==> config.mk <==
export PLATFORM = sky130hd
export DESIGN_NAME = lcr_row_scan_driver
export DESIGN_NICKNAME = d
export VERILOG_FILES = /design/src/lcr_pkg.sv /design/src/lcr_row_scan_driver.sv /design/src/lcr_row_level.sv /design/src/lcr_stop_detector.sv
export SDC_FILE = /design/constraint.sdc
export NUM_CORES = 1
export LEC_CHECK = 0
export BUFFER_PORTS_ARGS = -buffer_cell sky130_fd_sc_hd__clkbuf_2
export CAP_MARGIN = 20
export CORE_MARGIN = 3
export CORE_UTILIZATION = 55
export CTS_CLUSTER_SIZE = 30
export DETAILED_ROUTE_END_ITERATION = 12
export GPL_TIMING_DRIVEN = 1
export HOLD_SLACK_MARGIN = 0.06
export PLACE_DENSITY = 0.79
export SLEW_MARGIN = 0
export SYNTH_ARGS = -nofsm -noshare
export SYNTH_HDL_FRONTEND = slang
export SYNTH_HIERARCHICAL = 1
export SYNTH_SLANG_ARGS = --single-unit
==> constraint.sdc <==
create_clock -name clk -period 14.8 [get_ports clk]
set_input_delay 0.74 -clock clk [delete_from_list [all_inputs] [get_ports clk]]
set_output_delay 0.74 -clock clk [all_outputs]
set_load 0.005 [all_outputs]
==> src/lcr_pkg.sv <==
// Package with the constants, level codes and decode function of the common row scan driver.
package lcr_pkg;

    // ------------------------------------------------------------------
    // Geometry and timing
    // ------------------------------------------------------------------
    localparam int unsigned ROW_COUNT = 160;
    localparam int unsigned CLK_FREQ_HZ = 40_000_000;
    localparam int unsigned CLK_PER_US = CLK_FREQ_HZ / 1_000_000;
    localparam int unsigned STOP_TIMEOUT_US = 100;
    localparam int unsigned STOP_TIMEOUT_CYCLES = STOP_TIMEOUT_US * CLK_PER_US;

    // ------------------------------------------------------------------
    // Row drive level codes
    // ------------------------------------------------------------------
    localparam logic [1:0] LVL_TOP = 2'h0;
    localparam logic [1:0] LVL_SECOND = 2'h1;
    localparam logic [1:0] LVL_FOURTH = 2'h3;
    localparam logic [1:0] LVL_BOTTOM = 2'h2;

    // ------------------------------------------------------------------
    // Register map, word indices taken from bus byte address bits 7:2
    // ------------------------------------------------------------------
    localparam int unsigned BUS_ADDR_W = 8;
    localparam logic [5:0] IDX_CTRL = 6'h00;
    localparam logic [5:0] IDX_STATUS = 6'h01;
    localparam logic [5:0] IDX_SCAN_BASE = 6'h02;
    localparam logic [31:0] CTRL_RESET = 32'h0000_0000;
    localparam int unsigned CTRL_SOFT_BLANK_BIT = 0;
    localparam int unsigned STAT_DIR_BIT = 0;
    localparam int unsigned STAT_SPLIT_BIT = 1;
    localparam int unsigned STAT_POL_BIT = 2;
    localparam int unsigned STAT_BLANK_BIT = 3;
    localparam int unsigned STAT_STOP_BIT = 4;

    // ------------------------------------------------------------------
    // Level decode
    // ------------------------------------------------------------------
    function automatic logic [1:0] row_level(input logic blanked, input logic selected, input logic polarity);
        logic [1:0] lvl;
        lvl = LVL_BOTTOM;
        if (blanked) begin
            lvl = LVL_BOTTOM;
        end else if (selected) begin
            lvl = polarity ? LVL_BOTTOM : LVL_TOP;
        end else begin
            lvl = polarity ? LVL_SECOND : LVL_FOURTH;
        end
        return lvl;
    endfunction

endpackage

==> src/lcr_row_scan_driver.sv <==
// Row scan driver of a common LCD driver with a Wishbone register slave.
//
// Implementation choices: the Wishbone register port and the placing of the registers.
`timescale 1ns/1ps

// Behaviour
// - Provide all row outputs; split select high gives two half chains, low one chain.
// - Direction low scans upward, first pin in; high scans downward, pins swap.
// - Scan register moves only at the falling edge of the row shift clock.
// - The output data pin changes only at that falling edge, carrying the pulse on.
// - In split mode the second chain takes its pulse from the second chain input.
// - Blanking low forces every row to the bottom bias level.
// - The polarity input selects the drive polarity of the rows.
// - Stop detector output is its result ANDed with the gate input.
// - A spare two-input NAND gate drives its own output.
// - Drivers cascade through the data pins with no per-driver enable.
// - Selected row: top when polarity low, bottom when high; else fourth or second.
// - Detector output falls when the clock stops; it may feed blanking.
module lcr_row_scan_driver #(
    parameter int unsigned ROWS = lcr_pkg::ROW_COUNT,
    parameter int unsigned STOP_TIMEOUT = lcr_pkg::STOP_TIMEOUT_CYCLES
) (
    input wire logic clk,
    input wire logic rst,
    input wire logic wb_cyc_i,
    input wire logic wb_stb_i,
    input wire logic wb_we_i,
    input wire logic [lcr_pkg::BUS_ADDR_W-1:0] wb_adr_i,
    input wire logic [31:0] wb_dat_i,
    input wire logic [3:0] wb_sel_i,
    output logic [31:0] wb_dat_o,
    output logic wb_ack_o,
    input wire logic rowShiftClock,
    input wire logic scanDirectionSelect,
    input wire logic chainSplitSelect,
    input wire logic scanIoFirstIn,
    output logic scanIoFirstOut,
    output logic scanIoFirstOeN,
    input wire logic scanIoSecondIn,
    output logic scanIoSecondOut,
    output logic scanIoSecondOeN,
    input wire logic scanInSecondChain,
    input wire logic acPolarity,
    input wire logic blankN,
    input wire logic stopDetectClockIn,
    input wire logic stopDetectGateIn,
    output logic stopDetectOut,
    input wire logic spareNandInA,
    input wire logic spareNandInB,
    output logic spareNandOut,
    output logic [2*ROWS-1:0] rowOutputs
);

    // ------------------------------------------------------------------
    // Elaboration checks
    // ------------------------------------------------------------------
    localparam int unsigned HALF = ROWS / 2;
    localparam int unsigned SCAN_WORDS = ROWS / 32;

    if ((ROWS % 32) != 0 || ROWS < 32 || SCAN_WORDS > 60) begin : g_bad_rows
        $error("Row count must be a multiple of 32 between 32 and 1920.");
    end

    // ------------------------------------------------------------------
    // Shift clock edge
    // ------------------------------------------------------------------
    logic shiftClkPrev_reg;
    wire shiftFall = shiftClkPrev_reg & ~rowShiftClock;

    always_ff @(posedge clk or posedge rst) begin
        if (rst) begin
            shiftClkPrev_reg <= 1'b0;
        end else begin
            shiftClkPrev_reg <= rowShiftClock;
        end
    end

    // ------------------------------------------------------------------
    // Scan shift register
    // ------------------------------------------------------------------
    logic [ROWS-1:0] scan_reg;
    logic [ROWS-1:0] scan_next;
    wire [ROWS-1:0] fwdIn;
    wire [ROWS-1:0] revIn;
    wire dirDown = scanDirectionSelect;
    wire headIn = dirDown ? scanIoSecondIn : scanIoFirstIn;

    genvar gi;
    for (gi = 0; gi < ROWS; gi++) begin : g_stage
        if (gi == 0) begin : g_fwd_head
            assign fwdIn[gi] = headIn;
        end else if (gi == HALF) begin : g_fwd_split
            assign fwdIn[gi] = chainSplitSelect ? scanInSecondChain : scan_reg[gi-1];
        end else begin : g_fwd_link
            assign fwdIn[gi] = scan_reg[gi-1];
        end
        if (gi == ROWS - 1) begin : g_rev_head
            assign revIn[gi] = headIn;
        end else if (gi == HALF - 1) begin : g_rev_split
            assign revIn[gi] = chainSplitSelect ? scanInSecondChain : scan_reg[gi+1];
        end else begin : g_rev_link
            assign revIn[gi] = scan_reg[gi+1];
        end
    end

    assign scan_next = shiftFall ? (dirDown ? revIn : fwdIn) : scan_reg;

    always_ff @(posedge clk or posedge rst) begin
        if (rst) begin
            scan_reg <= '0;
        end else begin
            scan_reg <= scan_next;
        end
    end

    // ------------------------------------------------------------------
    // Cascade data pins
    // ------------------------------------------------------------------
    wire tailOut = dirDown ? scan_next[0] : scan_next[ROWS-1];
    logic firstOut_next;
    logic secondOut_next;

    assign firstOut_next = (shiftFall && dirDown) ? tailOut : scanIoFirstOut;
    assign secondOut_next = (shiftFall && !dirDown) ? tailOut : scanIoSecondOut;

    always_ff @(posedge clk or posedge rst) begin
        if (rst) begin
            scanIoFirstOut <= 1'b0;
            scanIoSecondOut <= 1'b0;
            scanIoFirstOeN <= 1'b1;
            scanIoSecondOeN <= 1'b1;
        end else begin
            scanIoFirstOut <= firstOut_next;
            scanIoSecondOut <= secondOut_next;
            scanIoFirstOeN <= ~dirDown;
            scanIoSecondOeN <= dirDown;
        end
    end

    // ------------------------------------------------------------------
    // Row levels
    // ------------------------------------------------------------------
    logic softBlank_reg;
    wire blanked = ~blankN | softBlank_reg;

    for (gi = 0; gi < ROWS; gi++) begin : g_row
        lcr_row_level u_level (
            .clk(clk),
            .rst(rst),
            .selected(scan_reg[gi]),
            .polarity(acPolarity),
            .blanked(blanked),
            .level(rowOutputs[2*gi +: 2])
        );
    end

    // ------------------------------------------------------------------
    // Clock stop detector and spare gate
    // ------------------------------------------------------------------
    logic stopped;

    lcr_stop_detector #(
        .TIMEOUT(STOP_TIMEOUT)
    ) u_stop (
        .clk(clk),
        .rst(rst),
        .clockIn(stopDetectClockIn),
        .gateIn(stopDetectGateIn),
        .stopped(stopped),
        .detectOut(stopDetectOut)
    );

    always_ff @(posedge clk or posedge rst) begin
        if (rst) begin
            spareNandOut <= 1'b1;
        end else begin
            spareNandOut <= ~(spareNandInA & spareNandInB);
        end
    end

    // ------------------------------------------------------------------
    // Wishbone slave
    // ------------------------------------------------------------------
    wire [5:0] regIdx = wb_adr_i[7:2];
    wire [5:0] scanIdx = regIdx - lcr_pkg::IDX_SCAN_BASE;
    wire hitCtrl = (regIdx == lcr_pkg::IDX_CTRL);
    wire hitStatus = (regIdx == lcr_pkg::IDX_STATUS);
    wire hitScan = (regIdx >= lcr_pkg::IDX_SCAN_BASE) && (scanIdx < 6'(SCAN_WORDS));
    wire ackNext = wb_cyc_i & wb_stb_i & ~wb_ack_o;
    wire ctrlWrite = ackNext & wb_we_i & hitCtrl & wb_sel_i[0];
    wire [31:0] scanWord = hitScan ? scan_reg[32*scanIdx +: 32] : 32'h0;
    logic [31:0] ctrlWord;
    logic [31:0] statusWord;
    logic [31:0] readData;
    logic softBlank_next;

    always_comb begin
        ctrlWord = 32'h0;
        ctrlWord[lcr_pkg::CTRL_SOFT_BLANK_BIT] = softBlank_reg;
        statusWord = 32'h0;
        statusWord[lcr_pkg::STAT_DIR_BIT] = dirDown;
        statusWord[lcr_pkg::STAT_SPLIT_BIT] = chainSplitSelect;
        statusWord[lcr_pkg::STAT_POL_BIT] = acPolarity;
        statusWord[lcr_pkg::STAT_BLANK_BIT] = blanked;
        statusWord[lcr_pkg::STAT_STOP_BIT] = stopped;
    end

    assign readData = hitCtrl ? ctrlWord : (hitStatus ? statusWord : scanWord);
    assign softBlank_next = ctrlWrite ? wb_dat_i[lcr_pkg::CTRL_SOFT_BLANK_BIT] : softBlank_reg;

    always_ff @(posedge clk or posedge rst) begin
        if (rst) begin
            wb_ack_o <= 1'b0;
            wb_dat_o <= 32'h0;
            softBlank_reg <= lcr_pkg::CTRL_RESET[lcr_pkg::CTRL_SOFT_BLANK_BIT];
        end else begin
            wb_ack_o <= ackNext;
            wb_dat_o <= ackNext ? readData : wb_dat_o;
            softBlank_reg <= softBlank_next;
        end
    end

    // ------------------------------------------------------------------
    // Assertions
    // ------------------------------------------------------------------
    property p_no_shift;
        @(posedge clk) disable iff (rst) !shiftFall |=> $stable(scan_reg);
    endproperty
    a_no_shift: assert property (p_no_shift) else $error("Scan register moved without a falling edge.");

    property p_head_up;
        @(posedge clk) disable iff (rst) (shiftFall && !dirDown) |=> scan_reg[0] == $past(scanIoFirstIn);
    endproperty
    a_head_up: assert property (p_head_up) else $error("Upward scan did not load the first pin.");

    property p_head_down;
        @(posedge clk) disable iff (rst) (shiftFall && dirDown) |=> scan_reg[ROWS-1] == $past(scanIoSecondIn);
    endproperty
    a_head_down: assert property (p_head_down) else $error("Downward scan did not load the second pin.");

    property p_split_in;
        @(posedge clk) disable iff (rst)
            (shiftFall && chainSplitSelect && !dirDown) |=> scan_reg[HALF] == $past(scanInSecondChain);
    endproperty
    a_split_in: assert property (p_split_in) else $error("Second chain did not take its own input.");

    property p_single_link;
        @(posedge clk) disable iff (rst)
            (shiftFall && !chainSplitSelect && !dirDown) |=> scan_reg[HALF] == $past(scan_reg[HALF-1]);
    endproperty
    a_single_link: assert property (p_single_link) else $error("Single chain broken at the midpoint.");

    property p_pin_edge;
        @(posedge clk) disable iff (rst)
            ($changed(scanIoFirstOut) || $changed(scanIoSecondOut)) |-> $past(shiftFall);
    endproperty
    a_pin_edge: assert property (p_pin_edge) else $error("Data pin changed away from a falling edge.");

    property p_cascade;
        @(posedge clk) disable iff (rst) (shiftFall && !dirDown) |=> scanIoSecondOut == scan_reg[ROWS-1];
    endproperty
    a_cascade: assert property (p_cascade) else $error("Cascade pin does not carry the last stage.");

    property p_pin_roles;
        @(posedge clk) disable iff (rst) dirDown |=> (!scanIoFirstOeN && scanIoSecondOeN);
    endproperty
    a_pin_roles: assert property (p_pin_roles) else $error("Pin enables wrong for downward scan.");

    property p_blank;
        @(posedge clk) disable iff (rst) !blankN |=> rowOutputs == {ROWS{lcr_pkg::LVL_BOTTOM}};
    endproperty
    a_blank: assert property (p_blank) else $error("Rows not at bottom level while blanked.");

    property p_row_level;
        @(posedge clk) disable iff (rst)
            1'b1 |=> rowOutputs[1:0] == lcr_pkg::row_level($past(blanked), $past(scan_reg[0]), $past(acPolarity));
    endproperty
    a_row_level: assert property (p_row_level) else $error("Row zero level disagrees with its inputs.");

    property p_polarity;
        @(posedge clk) disable iff (rst)
            (!blanked && scan_reg[0] && !acPolarity) |=> rowOutputs[1:0] == lcr_pkg::LVL_TOP;
    endproperty
    a_polarity: assert property (p_polarity) else $error("Selected row not at top for low polarity.");

    property p_nand;
        @(posedge clk) disable iff (rst) (spareNandInA && spareNandInB) |=> !spareNandOut;
    endproperty
    a_nand: assert property (p_nand) else $error("Spare gate output high with both inputs high.");

    property p_ack_pulse;
        @(posedge clk) disable iff (rst) wb_ack_o |=> !wb_ack_o;
    endproperty
    a_ack_pulse: assert property (p_ack_pulse) else $error("Bus acknowledge held longer than one cycle.");

    property p_ack_answer;
        @(posedge clk) disable iff (rst)
            (wb_cyc_i && wb_stb_i && !wb_ack_o) |=> wb_ack_o;
    endproperty
    a_ack_answer: assert property (p_ack_answer) else $error("Bus request not acknowledged in the next cycle.");

    property p_split_in_down;
        @(posedge clk) disable iff (rst)
            (shiftFall && chainSplitSelect && dirDown) |=> scan_reg[HALF-1] == $past(scanInSecondChain);
    endproperty
    a_split_in_down: assert property (p_split_in_down) else $error("Second chain missed its input going down.");

    property p_single_link_down;
        @(posedge clk) disable iff (rst)
            (shiftFall && !chainSplitSelect && dirDown) |=> scan_reg[HALF-1] == $past(scan_reg[HALF]);
    endproperty
    a_single_link_down: assert property (p_single_link_down) else $error("Single chain broken going down.");

    property p_cascade_down;
        @(posedge clk) disable iff (rst)
            (shiftFall && dirDown) |=> scanIoFirstOut == scan_reg[0];
    endproperty
    a_cascade_down: assert property (p_cascade_down) else $error("First pin does not carry the last stage.");

    property p_pin_roles_up;
        @(posedge clk) disable iff (rst)
            !dirDown |=> (scanIoFirstOeN && !scanIoSecondOeN);
    endproperty
    a_pin_roles_up: assert property (p_pin_roles_up) else $error("Pin enables wrong for upward scan.");

    property p_unselected_high;
        @(posedge clk) disable iff (rst)
            (!blanked && !scan_reg[0] && acPolarity) |=> rowOutputs[1:0] == lcr_pkg::LVL_SECOND;
    endproperty
    a_unselected_high: assert property (p_unselected_high) else $error("Idle row not at second level.");

    property p_last_row;
        @(posedge clk) disable iff (rst)
            (!blanked && scan_reg[ROWS-1] && !acPolarity) |=> rowOutputs[2*ROWS-1 -: 2] == lcr_pkg::LVL_TOP;
    endproperty
    a_last_row: assert property (p_last_row) else $error("Last row not at top level when selected.");

    property p_nand_high;
        @(posedge clk) disable iff (rst)
            !(spareNandInA && spareNandInB) |=> spareNandOut;
    endproperty
    a_nand_high: assert property (p_nand_high) else $error("Spare gate output low with an input low.");

endmodule // lcr_row_scan_driver

==> src/lcr_row_level.sv <==
// Registered drive level of one row output.
`timescale 1ns/1ps
module lcr_row_level (
    input wire logic clk,
    input wire logic rst,
    input wire logic selected,
    input wire logic polarity,
    input wire logic blanked,
    output logic [1:0] level
);

    logic [1:0] level_next;

    assign level_next = lcr_pkg::row_level(blanked, selected, polarity);

    always_ff @(posedge clk or posedge rst) begin
        if (rst) begin
            level <= lcr_pkg::LVL_BOTTOM;
        end else begin
            level <= level_next;
        end
    end

endmodule // lcr_row_level

==> src/lcr_stop_detector.sv <==
// Clock stop detector with gated output.
`timescale 1ns/1ps
module lcr_stop_detector #(
    parameter int unsigned TIMEOUT = lcr_pkg::STOP_TIMEOUT_CYCLES
) (
    input wire logic clk,
    input wire logic rst,
    input wire logic clockIn,
    input wire logic gateIn,
    output logic stopped,
    output logic detectOut
);

    localparam int unsigned CW = $clog2(TIMEOUT + 1);
    localparam logic [CW-1:0] LIMIT = CW'(TIMEOUT);
    localparam logic [CW-1:0] LIMIT_M1 = CW'(TIMEOUT - 1);

    if (TIMEOUT < 2) begin : g_bad_timeout
        $error("Stop detector timeout must be at least two cycles.");
    end

    logic clkPrev_reg;
    logic [CW-1:0] idle_reg;
    logic [CW-1:0] idle_next;
    logic stoppedNext;
    logic outNext;
    wire clockEdge = clockIn ^ clkPrev_reg;

    assign idle_next = clockEdge ? '0 : ((idle_reg == LIMIT) ? idle_reg : idle_reg + 1'b1);
    assign stoppedNext = (idle_next == LIMIT);
    assign outNext = ~stoppedNext & gateIn;

    always_ff @(posedge clk or posedge rst) begin
        if (rst) begin
            clkPrev_reg <= 1'b0;
            idle_reg <= '0;
            stopped <= 1'b0;
            detectOut <= 1'b0;
        end else begin
            clkPrev_reg <= clockIn;
            idle_reg <= idle_next;
            stopped <= stoppedNext;
            detectOut <= outNext;
        end
    end

    property p_gate_low;
        @(posedge clk) disable iff (rst) !gateIn |=> !detectOut;
    endproperty
    a_gate_low: assert property (p_gate_low) else $error("Detector output high with gate low.");

    property p_timeout;
        @(posedge clk) disable iff (rst) $rose(stopped) |-> $past(idle_reg) == LIMIT_M1;
    endproperty
    a_timeout: assert property (p_timeout) else $error("Stop declared at wrong idle count.");

    property p_stop_low;
        @(posedge clk) disable iff (rst) stopped |-> !detectOut;
    endproperty
    a_stop_low: assert property (p_stop_low) else $error("Detector output high while clock stopped.");

    property p_restart;
        @(posedge clk) disable iff (rst) clockEdge |=> !stopped;
    endproperty
    a_restart: assert property (p_restart) else $error("Stop flag held after a clock edge.");

endmodule // lcr_stop_detector

==> results by group, run 1 <==
Run status
  – Run status: completed

Drt
  – DRT iter0 DRCs: 1131
  – Number of detailed-routing iterations run before antenna repair: 5
  – Final Routed Wirelength: about 56 mm
  – Residual DRC: 0
  – DRT antenna net count: 0
  – Vias post-DR: around 16000
  – Via-to-Cell Ratio: between 5 and 6
  – Average wire per cell in the routed design: 19.1 µm

Cells and area
  – Register area: 13600 µm²
  – Net count, final: 2417
  – Post-synthesis to final-layout area growth: 18.5%
  – Fraction of layout cells with a size suffix above 1: between 20% and 30%
  – Count of fill cells added during filler insertion: 2954
  – Diode count: 0
  – Flip-flop count of the largest register after layout: between 300 and 400
  – Multi-input gate area in the final layout: ~8100 µm²

GRT
  – Overflow left after global routing: 0
  – Aggregate global-route resource usage: between 20 and 30%
  – Global-route wire length before repair: between 80 and 90 mm
  – Via count of the first global-routing pass: around 16000
  – Maximum number of pins on one net before global-route repair: ~210
  – Number of antenna violations at the first check in global routing: 0

Floorplanning
  – Starting density of the core: 56.4%
  – Area enclosed by the die boundary: 43800 µm²
  – Number of core rows: 73
  – Width of the die: between 200 and 250 µm
  – Area of the core: just over 40000 µm²
  – I/O pin total: 420
  – Die Span Y: between 200 and 250 µm

Synth
  – Seq/Total Area, Yosys: approximately 60%
  – Library cell with the highest instance count after synthesis: sky130_fd_sc_hd__dfrtp_1
  – Async set-or-reset flop fraction in the synthesized netlist: between 90% and 100%
  – Library cell with the largest summed area after synthesis: sky130_fd_sc_hd__dfrtp_1
  – Top flip-flop cell by instance count after synthesis: sky130_fd_sc_hd__dfrtp_1
  – Synthesized Nets: a little over 2000
  – Cell area after synthesis: 22700 µm²
  – Synth top cells by count: sky130_fd_sc_hd__dfrtp_1 (372), sky130_fd_sc_hd__nand2_1 (197), sky130_fd_sc_hd__nor2_1 (179)
  – Seq cells post-synth: about 540
  – Number of enable-type register cells in the synthesized netlist: 0
  – Mean post-synth cell area: 11.5 µm²
  – Dominant cells by area after synthesis: sky130_fd_sc_hd__dfrtp_1 (41%), sky130_fd_sc_hd__dfstp_2 (19%), sky130_fd_sc_hd__mux2i_1 (7.4%)
  – Count of unique library cells instantiated by Yosys: a little over 50
  – Mapped Cells: between 1500 and 2000
  – Yosys warnings: 6
  – Share of Yosys cell area claimed by the top area cell type: about two fifths

Clocking
  – Count of hold buffers inserted by post-cts repair: 0
  – Clock tree from TritonCTS: done
  – Clk slew on worst S/H paths: approximately 0.06 ns
  – CTS Sinks: 535
  – Worst-Skew Late Latency: slightly above 0.6 ns
  – Maximum clock path buffer count: 3
  – Resized cells post-CTS: 0
  – H-tree depth reported by CTS: 2
  – Root buffer cell: sky130_fd_sc_hd__clkbuf_16
  – TritonCTS buffer count: between 50 and 60
  – Count of buffers added by post-CTS timing repair for setup: 0

Critical path
  – Critical R2R Capture: g_row[77].u_level/level[0]$_DFF_PP0_
  – Endpoint type of the worst setup path: flip-flop
  – Worst Setup Path Type: in -> reg
  – Data arrival time of the critical path: 3.71 ns
  – Required time at the endpoint of the critical path: around 15 ns
  – Cells on worst reg2reg path: 4
  – Largest driver fanout on the critical path: 39
  – Critical Path Start Type: input pin
  – Worst r2r src: softBlank_reg$_DFFE_PP0P_
  – Reg2reg setup slack: around 12 ns

Job
  – Maximum capacitance violations: 0

Power and ir drop
  – Leakage: around 13 nW
  – PwrDens: roughly 120 nW/µm²
  – Max IR drop VDD: ~0.11 mV

STA
  – Worst-Margin Slew: 1.09 ns
  – Final worst path period share: between 20% and 30%
  – Tightest slew margin relative to the limit: 27.4%
  – Final critical delay including setup and external delays: between 3 and 4 ns
  – Setup total negative slack: 0 ns
  – Final Slew Violations: 0
  – Highest attainable clock frequency: 313 MHz
  – Fin Clk Skew: 0.0181 ns
  – Minimum setup slack in the final design: roughly 12 ns
  – Min Hold Slack: around 0.23 ns
  – RSZ-0062 raised after global routing: false
  – Number of hold-slack violations in the final timing report: 0
  – Setup-failing EPs final: 0

Worst hold path
  – Tightest Hold Check Type: in -> async

Placement
  – Weighted congestion at the end of routability-driven global placement: between 0.8 and 0.9
  – Placement Setup Slack: between 10 and 15 ns
  – Count of buffers inserted at the top-level ports: 383
  – Half-perimeter wire length after placement: 37.1 mm
[layer usage]
metal / vias up / track usage [%] / wire, µm
met1: 7901 / 33.3 / 22400
met4: 0 / 8.66 / 1710
met2: 513 / 42.4 / 27900
li1: 7135 / - / -
met3: 113 / 5.63 / 3750
met5: - / 0 / 0
[through the flow]
step	power [W]	std cells	area [µm²]	utilization (%)
after floorplan	0.00178	1978	22700	-
after global placement	0.00189	2821	25100	62.2
after detailed placement	0.00191	2821	25100	62.2
after CTS	0.00330	2923	26900	66.8
after global routing	0.00340	2924	26900	66.8
final	0.00326	2924	26900	66.8
[how the worst max path moves through the flow]
stage,slack (ns),endpoint,from,cells past startpoint
after floorplan,8.61,scanIoFirstOut$_DFFE_PP0P_,rst,1
after global placement,11.07,wb_dat_o[30]$_DFFE_PP0P_,wb_adr_i[3],7
after detailed placement,11.03,wb_dat_o[2]$_DFFE_PP0P_,wb_adr_i[3],7
after CTS,11.67,wb_dat_o[20]$_DFFE_PP0P_,wb_adr_i[3],7
after global routing,11.53,wb_dat_o[30]$_DFFE_PP0P_,wb_adr_i[3],7
final,11.61,wb_dat_o[1]$_DFFE_PP0P_,wb_adr_i[3],7
[kinds of logic after synthesis]
group | count (synthesis) | share of synthesized area (%)
simple gates | 576 | 11.9
flops | 535 | 59.9
buf+inv | 252 | 4.52
compound gates | 236 | 6.28
mux | 202 | 10.6
xor+xnor | 172 | 6.63
fa+ha+maj | 5 | 0.254
[power breakdown]
part / leakage (nW) / switching [W] / internal [W]
clock network: 0.892 / 0.000562 / 0.000823
registers: 6.53 / 0.0000484 / 0.00155
logic: 5.91 / 0.000168 / 0.000110
[cell usage in the layout (no fill, tap or decap), drive strengths merged, types with 3 or more instances in the layout]
cell type	count
dfrtp	372
ha	3
inv	177
bufinv	4
nor3	7
nand2b	163
a21oi	5
a22oi	27
mux2i	167
nor2b	3
nand3	7
nand2	197
clkbuf	467
mux4	30
buf	18
xor2	164
clkinv	6
nand4	3
or4	4
mux2	5
o21ai	190
dfstp	163
o221ai	4
xnor2	8
nor2	179
[critical path: stages]
cell and delay, ns:
sky130_fd_sc_hd__clkbuf_2 0.09, sky130_fd_sc_hd__buf_4 0.51, sky130_fd_sc_hd__inv_1 0.23, sky130_fd_sc_hd__ha_2 1.01, sky130_fd_sc_hd__nor2_1 0.11, sky130_fd_sc_hd__or4_4 0.75, sky130_fd_sc_hd__o221ai_2 0.25
[final cells by class]
class / count / share of cell area (%)
multi-input cells: 1191 / 30.1
repair buffers: 397 / 7.69
well taps: 525 / 2.44
clock buffers: 88 / 6.06
inverters: 174 / 2.48
clock inverters: 14 / 0.725
flip-flops and latches: 535 / 50.5
Note: power is estimated with default switching activity, not from simulation.
==> run 2, diff against run 1 <==
Clock period 14.8 ns to 3 ns, I/O delays scaled along.
==> run 2 against run 1 <==
Against the previous run: global-route usage rose by 0.73 points; clock skew rose by 0.0041 ns; non-clock buffer count rose by 36.
==> results by group, run 2 (synthesized netlist as in run 1, its figures left out) <==
Clocking
  – Root buffer cell: sky130_fd_sc_hd__clkbuf_16
  – H-tree depth reported by CTS: 2 (unchanged)
  – Maximum clock path buffer count: 3 (unchanged)
  – TritonCTS buffer count: 53 (-1.9%)
  – Worst-Skew Late Latency: 0.61 ns (about the same)
  – Clk slew on worst S/H paths: 0.06 ns (about the same)
  – Clock tree from TritonCTS: done
  – CTS Sinks: 535 (unchanged)
  – Resized cells post-CTS: 0 (unchanged)

Placement
  – Placement Setup Slack: 0.757 ns (-10.28 ns)
  – Weighted congestion at the end of routability-driven global placement: 0.885 (+2.8%)
  – Half-perimeter wire length after placement: 38.2 mm (+3.1%)
  – Count of buffers inserted at the top-level ports: 383 (unchanged)

Cells and area
  – Fraction of layout cells with a size suffix above 1: 30.7% (+0.73 points)
  – Diode count: 0 (unchanged)
  – Flip-flop count of the largest register after layout: 320 (unchanged)
  – Leading cell type in the layout, fill and taps excluded: sky130_fd_sc_hd__clkbuf_2
  – Leading cell types in the layout, fill and taps excluded: sky130_fd_sc_hd__clkbuf_2 (379), sky130_fd_sc_hd__dfrtp_1 (372), sky130_fd_sc_hd__nand2_1 (197)
  – Net count, final: 2452 (+1.4%)
  – Post-synthesis to final-layout area growth: 20.6%

Worst hold path
  – Tightest Hold Check Type: in -> reg

Drt
  – DRT iter0 DRCs: 1035 (-8.5%)
  – Average wire per cell in the routed design: 19.3 µm (+1.0%)
  – DRT antenna net count: 0 (unchanged)
  – Via-to-Cell Ratio: 5.30 (-1.0%)
  – Vias post-DR: 15700 (+0.10%)
  – Residual DRC: 0 (unchanged)
  – Number of detailed-routing iterations run before antenna repair: 5 (unchanged)
  – Final Routed Wirelength: 57.0 mm (+2.2%)

STA
  – Worst-Margin Slew: 0.882 ns (-0.207 ns)
  – Final Slew Violations: 0 (unchanged)
  – Setup-failing EPs final: 0 (unchanged)
  – Tightest slew margin relative to the limit: 41.2% (+14 points)
  – Final worst path period share: around 74%
  – Fin Clk Skew: 0.0222 ns (+0.00407 ns)
  – Highest attainable clock frequency: roughly 450 MHz
  – Minimum setup slack in the final design: 0.766 ns (-10.84 ns)
  – Number of hold-slack violations in the final timing report: 0 (unchanged)
  – Setup total negative slack: 0 ns (unchanged)
  – RSZ-0062 raised after global routing: false
  – Final critical delay including setup and external delays: 2.23 ns

Critical path
  – Required time at the endpoint of the critical path: 3.47 ns (-11.84 ns)
  – Data arrival time of the critical path: 2.71 ns (-1.00 ns)
  – Largest driver fanout on the critical path: 6 (-85%)
  – Endpoint type of the worst setup path: flip-flop
  – Worst Setup Path Type: in -> reg
  – Critical Path Start Type: input pin

GRT
  – Via count of the first global-routing pass: 16500 (+3.5%)
  – Maximum number of pins on one net before global-route repair: 135 (-34%)
  – Number of antenna violations at the first check in global routing: 0 (unchanged)
  – Aggregate global-route resource usage: 26.2% (+0.73 points)
  – Global-route wire length before repair: 91.7 mm (+2.9%)
  – Overflow left after global routing: 0 (unchanged)

Run status
  – Run status: completed

Floorplanning
  – Area of the core: 40300 µm² (unchanged)
  – Starting density of the core: 56.4% (unchanged)
  – Number of core rows: 73 (unchanged)
  – Width of the die: 209 µm (unchanged)
  – Area enclosed by the die boundary: 43800 µm² (unchanged)
  – I/O pin total: 420 (unchanged)
  – Die Span Y: 209 µm (unchanged)

Job
  – Maximum capacitance violations: 0 (unchanged)

Power and ir drop
  – Max IR drop VDD: 0.444 mV (+320%)
  – Tot Pwr: 0.0163 W (+400%)
  – Leakage: 13.7 nW (+2.6%)
  – PwrDens: 597 nW/µm² (+390%)
[run 2: changes by cell type in the layout (fill, tap and decap cells not counted), moves of 2 or more]
cell	delta
sky130_fd_sc_hd__dlygate4sd3_1	+15
sky130_fd_sc_hd__bufinv_16	+2
sky130_fd_sc_hd__buf_4	+12
sky130_fd_sc_hd__clkbuf_1	-8
sky130_fd_sc_hd__clkinv_2	+4
sky130_fd_sc_hd__inv_8	-2
sky130_fd_sc_hd__clkbuf_8	+3
sky130_fd_sc_hd__inv_6	-2
sky130_fd_sc_hd__clkinvlp_4	+2
sky130_fd_sc_hd__buf_12	+10
[run 2: metal layers]
metal	GRT usage [%]	share of wire, %
met3	6.01	7.2
met5	0	0
met2	43.7	50
met4	7.46	2.3
met1	34.7	41
[run 2: cell type report]
type / count / area [µm²]
fill: 2908 / 12900
multi-input combinational: 1191 / 8110
clock inverter: 18 / 250
inverter: 174 / 661
sequential: 535 / 13600
tap: 525 / 657
clock buffer: 82 / 1630
timing repair buffer: 433 / 2480
[run 2: what timing repair did]
item	CTS	global route
hold buffers	15	0
buffers inserted	0	0
endpoints found under the hold margin	281	0
[run 2: worst max-delay path, stage by stage]
cell and delay [ns]:
sky130_fd_sc_hd__dlygate4sd3_1 0.55, sky130_fd_sc_hd__clkbuf_2 0.15, sky130_fd_sc_hd__or4_1 0.55, sky130_fd_sc_hd__nor3_1 0.30, sky130_fd_sc_hd__nand4_1 0.15, sky130_fd_sc_hd__mux2_2 0.29, sky130_fd_sc_hd__dlygate4sd3_1 0.56
[run 2: path summary, 6_finish.rpt]
kind	to	startpoint	slack, ns	cells past startpoint
max	softBlank_reg$_DFFE_PP0P_	wb_adr_i[6]	0.77	7
min	wb_dat_o[0]$_DFFE_PP0P_	wb_adr_i[5]	0.11	5
max reg2reg	softBlank_reg$_DFFE_PP0P_	wb_ack_o$_DFF_PP0_	0.77	6
min reg2reg	wb_dat_o[25]$_DFFE_PP0P_	wb_dat_o[25]$_DFFE_PP0P_	0.48	2
max in group asynchronous	scan_reg[2]$_DFFE_PP0P_	rst	1.63	4
min in group asynchronous	g_row[14].u_level/level[0]$_DFF_PP0_	rst	0.21	3
[run 2: stage by stage]
stage | instance area [µm²] | instances | utilization [%] | hold WS [ns]
floorplan | 22700 | 1978 | - | -0.110
finish | 27400 | 2958 | 68.0 | 0.108
global route | 27400 | 2958 | 68.0 | 0.144
detailed placement | 25300 | 2843 | 62.9 | 0.283
global placement | 25300 | 2843 | 62.9 | 0.273
CTS | 27400 | 2958 | 68.0 | 0.0745
[run 2: power breakdown]
group          switching [W]  internal [W]  total (W)
logic               0.000845      0.000572    0.00142
registers           0.000247       0.00766    0.00791
clock network        0.00278       0.00425    0.00702
==> run 3, diff against run 2 <==
Clock period 3 ns to 2.06 ns, I/O delays scaled along.
==> run 3 against run 2 <==
Against the previous run: register-to-register slack worse by 0.71 ns; cell count up 0.78%; non-clock buffer count up 22; first-iteration DRC count up 17%; worst hold slack worse by 0.024 ns; routed wire length up 1.4%; sequential share of layout area down 0.46 points; die area unchanged; global-route usage up 0.088 points; cell area up 0.94%; clock skew down 0.0094 ns; critical endpoint is now u_stop/detectOut$_DFF_PP0_; largest cell class unchanged.
==> results by group, run 3 (synthesized netlist as in run 1, its figures left out) <==
Clocking
  – H-tree depth reported by CTS: 2 (unchanged)
  – Clock tree from TritonCTS: done
  – Maximum clock path buffer count: 3 (unchanged)
  – Worst-Skew Late Latency: 0.59 ns (-0.02 ns)
  – TritonCTS buffer count: 55 (+3.8%)
  – Root buffer cell: sky130_fd_sc_hd__clkbuf_16
  – CTS Sinks: 535 (unchanged)
  – Clk slew on worst S/H paths: 0.06 ns (about the same)

GRT
  – Global-route wire length before repair: 92.1 mm (+0.52%)
  – Overflow left after global routing: 0 (unchanged)
  – Aggregate global-route resource usage: 26.3% (+0.088 points)
  – Maximum number of pins on one net before global-route repair: 111 (-18%)
  – Via count of the first global-routing pass: 16600 (+0.59%)
  – Number of antenna violations at the first check in global routing: 0 (unchanged)

Critical path
  – Data arrival time of the critical path: 2.48 ns (-0.23 ns)
  – Largest driver fanout on the critical path: 4 (-2)
  – Required time at the endpoint of the critical path: 2.53 ns (-0.94 ns)
  – Critical Path Start: u_stop/idle_reg[0]$_DFF_PP0_
  – Critical Path Start Type: flip-flop
  – Cells on worst reg2reg path: 6 (unchanged)
  – Endpoint type of the worst setup path: flip-flop
  – Worst Setup Path Type: reg -> reg
  – Worst r2r src: u_stop/idle_reg[0]$_DFF_PP0_

STA
  – Worst-Margin Slew: 0.914 ns (+0.0317 ns)
  – Final Slew Violations: 0 (unchanged)
  – Tightest slew margin relative to the limit: 39.1% (-2.1 points)
  – Number of hold-slack violations in the final timing report: 0 (unchanged)
  – Final worst path period share: between 90% and 100%
  – Final critical delay including setup and external delays: ~2 ns
  – Fin Clk Skew: 0.0128 ns (-0.00938 ns)
  – Setup-failing EPs final: 0 (unchanged)
  – Minimum setup slack in the final design: 0.0553 ns (-0.711 ns)
  – Highest attainable clock frequency: between 400 and 500 MHz

Run status
  – Run status: completed

Floorplanning
  – Number of core rows: 73 (unchanged)
  – Area enclosed by the die boundary: 43800 µm² (unchanged)
  – Die Span Y: 209 µm (unchanged)
  – Starting density of the core: 56.4% (unchanged)
  – I/O pin total: 420 (unchanged)
  – Area of the core: 40300 µm² (unchanged)
  – Width of the die: 209 µm (unchanged)

Worst hold path
  – Tightest Hold Check Type: in -> reg
  – Worst hold start: acPolarity
  – Number of cells on the worst hold path: 3 (-2)

Cells and area
  – Post-synthesis to final-layout area growth: 21.7%
  – Leading cell types in the layout, fill and taps excluded: sky130_fd_sc_hd__clkbuf_2 (379), sky130_fd_sc_hd__dfrtp_1 (372), sky130_fd_sc_hd__nand2_1 (197)
  – Net count, final: 2476 (+0.98%)
  – Diode count: 0 (unchanged)
  – Cell Count, Final, Fillers Out: 2981 (+0.78%)
  – Leading cell type in the layout, fill and taps excluded: sky130_fd_sc_hd__clkbuf_2
  – Fraction of layout cells with a size suffix above 1: 31.1% (+0.36 points)
  – Flip-flop count of the largest register after layout: 320 (unchanged)

Placement
  – Weighted congestion at the end of routability-driven global placement: 0.886 (+0.12%)
  – Number of placed instances, taps included: 2859 (+0.56%)
  – Half-perimeter wire length after placement: 39.2 mm (+2.6%)
  – Count of buffers inserted at the top-level ports: 383 (unchanged)
  – Placement Setup Slack: 0.0140 ns (-0.743 ns)

Power and ir drop
  – PwrDens: 859 nW/µm² (+44%)
  – Tot Pwr: 0.0237 W (+45%)
  – Leakage: 13.8 nW (+0.82%)
  – Max IR drop VDD: 0.672 mV (+51%)

Drt
  – DRT antenna net count: 0 (unchanged)
  – Average wire per cell in the routed design: 19.4 µm (+0.64%)
  – Vias post-DR: 16000 (+2.0%)
  – Via-to-Cell Ratio: 5.36 (+1.2%)
  – Number of detailed-routing iterations run before antenna repair: 5 (unchanged)
  – Residual DRC: 0 (unchanged)
  – DRT iter0 DRCs: 1216 (+17%)
  – Final Routed Wirelength: 57.8 mm (+1.4%)

Job
  – Maximum capacitance violations: 0 (unchanged)
==> run 3: cell count changes in the layout (fill, tap and decap cells not counted), moves of 2 or more <==
cell / previous run / this run
sky130_fd_sc_hd__buf_4: 26 / 37
sky130_fd_sc_hd__buf_12: 10 / 16
sky130_fd_sc_hd__clkbuf_1: 12 / 18
sky130_fd_sc_hd__dlygate4sd3_1: 15 / 20
sky130_fd_sc_hd__clkbuf_8: 16 / 13
sky130_fd_sc_hd__clkbuf_16: 55 / 57
sky130_fd_sc_hd__clkinv_2: 9 / 7
==> run 3: path summary, 6_finish.rpt <==
check | slack (ns) | to
worst max-delay path | 0.06 | u_stop/detectOut$_DFF_PP0_
worst min-delay path | 0.08 | g_row[110].u_level/level[1]$_DFF_PP1_
worst max register to register | 0.06 | u_stop/detectOut$_DFF_PP0_
worst min register to register | 0.49 | wb_dat_o[20]$_DFFE_PP0P_
max in group asynchronous | 1.11 | g_row[121].u_level/level[1]$_DFF_PP1_
min in group asynchronous | 0.12 | g_row[74].u_level/level[0]$_DFF_PP0_
==> run 3: routing by layer <==
layer / routed length [µm] / vias to the layer above / GRT usage, %
li1: - / 7267 / -
met1: 23400 / 8084 / 34.7
met2: 28900 / 538 / 43.9
met3: 3990 / 99 / 5.61
met4: 1560 / 0 / 8.34
met5: 0 / - / 0
==> run 3: where the power goes <==
part           leakage (nW)  switching [W]  internal (W)  total, W
Combinational          6.35        0.00126      0.000880   0.00214
Clock                 0.908        0.00398       0.00612    0.0101
Sequential             6.53       0.000352        0.0112    0.0115
==> run 3: timing repair <==
item                       in CTS  in global routing
hold endpoints to repair      429                  0
setup endpoints to repair       0                  2
hold buffers                   20                  0
resized for setup               0                  7
buffers inserted                0                  1
==> run 3: per-stage QoR <==
step / TNS [ns] / instance area, µm² / hold WS, ns / util [%]
floorplan: -532.68 / 22700 / -0.157 / -
global placement: 0 / 25500 / 0.129 / 63.4
detailed placement: 0 / 25500 / 0.142 / 63.4
CTS: 0 / 27600 / 0.0709 / 68.5
global route: -0.0245 / 27600 / 0.128 / 68.6
finish: 0 / 27600 / 0.0842 / 68.6
==> run 3: worst max-delay path, stage by stage (launching register included) <==
cell                       delay [ns]
sky130_fd_sc_hd__dfrtp_1         0.35
sky130_fd_sc_hd__ha_2            0.22
sky130_fd_sc_hd__nand3_2         0.09
sky130_fd_sc_hd__or4_4           0.54
sky130_fd_sc_hd__a21oi_4         0.17
sky130_fd_sc_hd__nand4b_1        0.14
sky130_fd_sc_hd__o41a_1          0.38
==> run 3: final cells by class <==
class,instances,area (µm²)
Sequential cell,535,13600
Inverter,174,663
Multi-Input combinational cell,1191,8130
Clock inverter,14,200
Fill cell,2834,12600
Timing Repair Buffer,455,2740
Clock buffer,87,1660
Tap cell,525,657
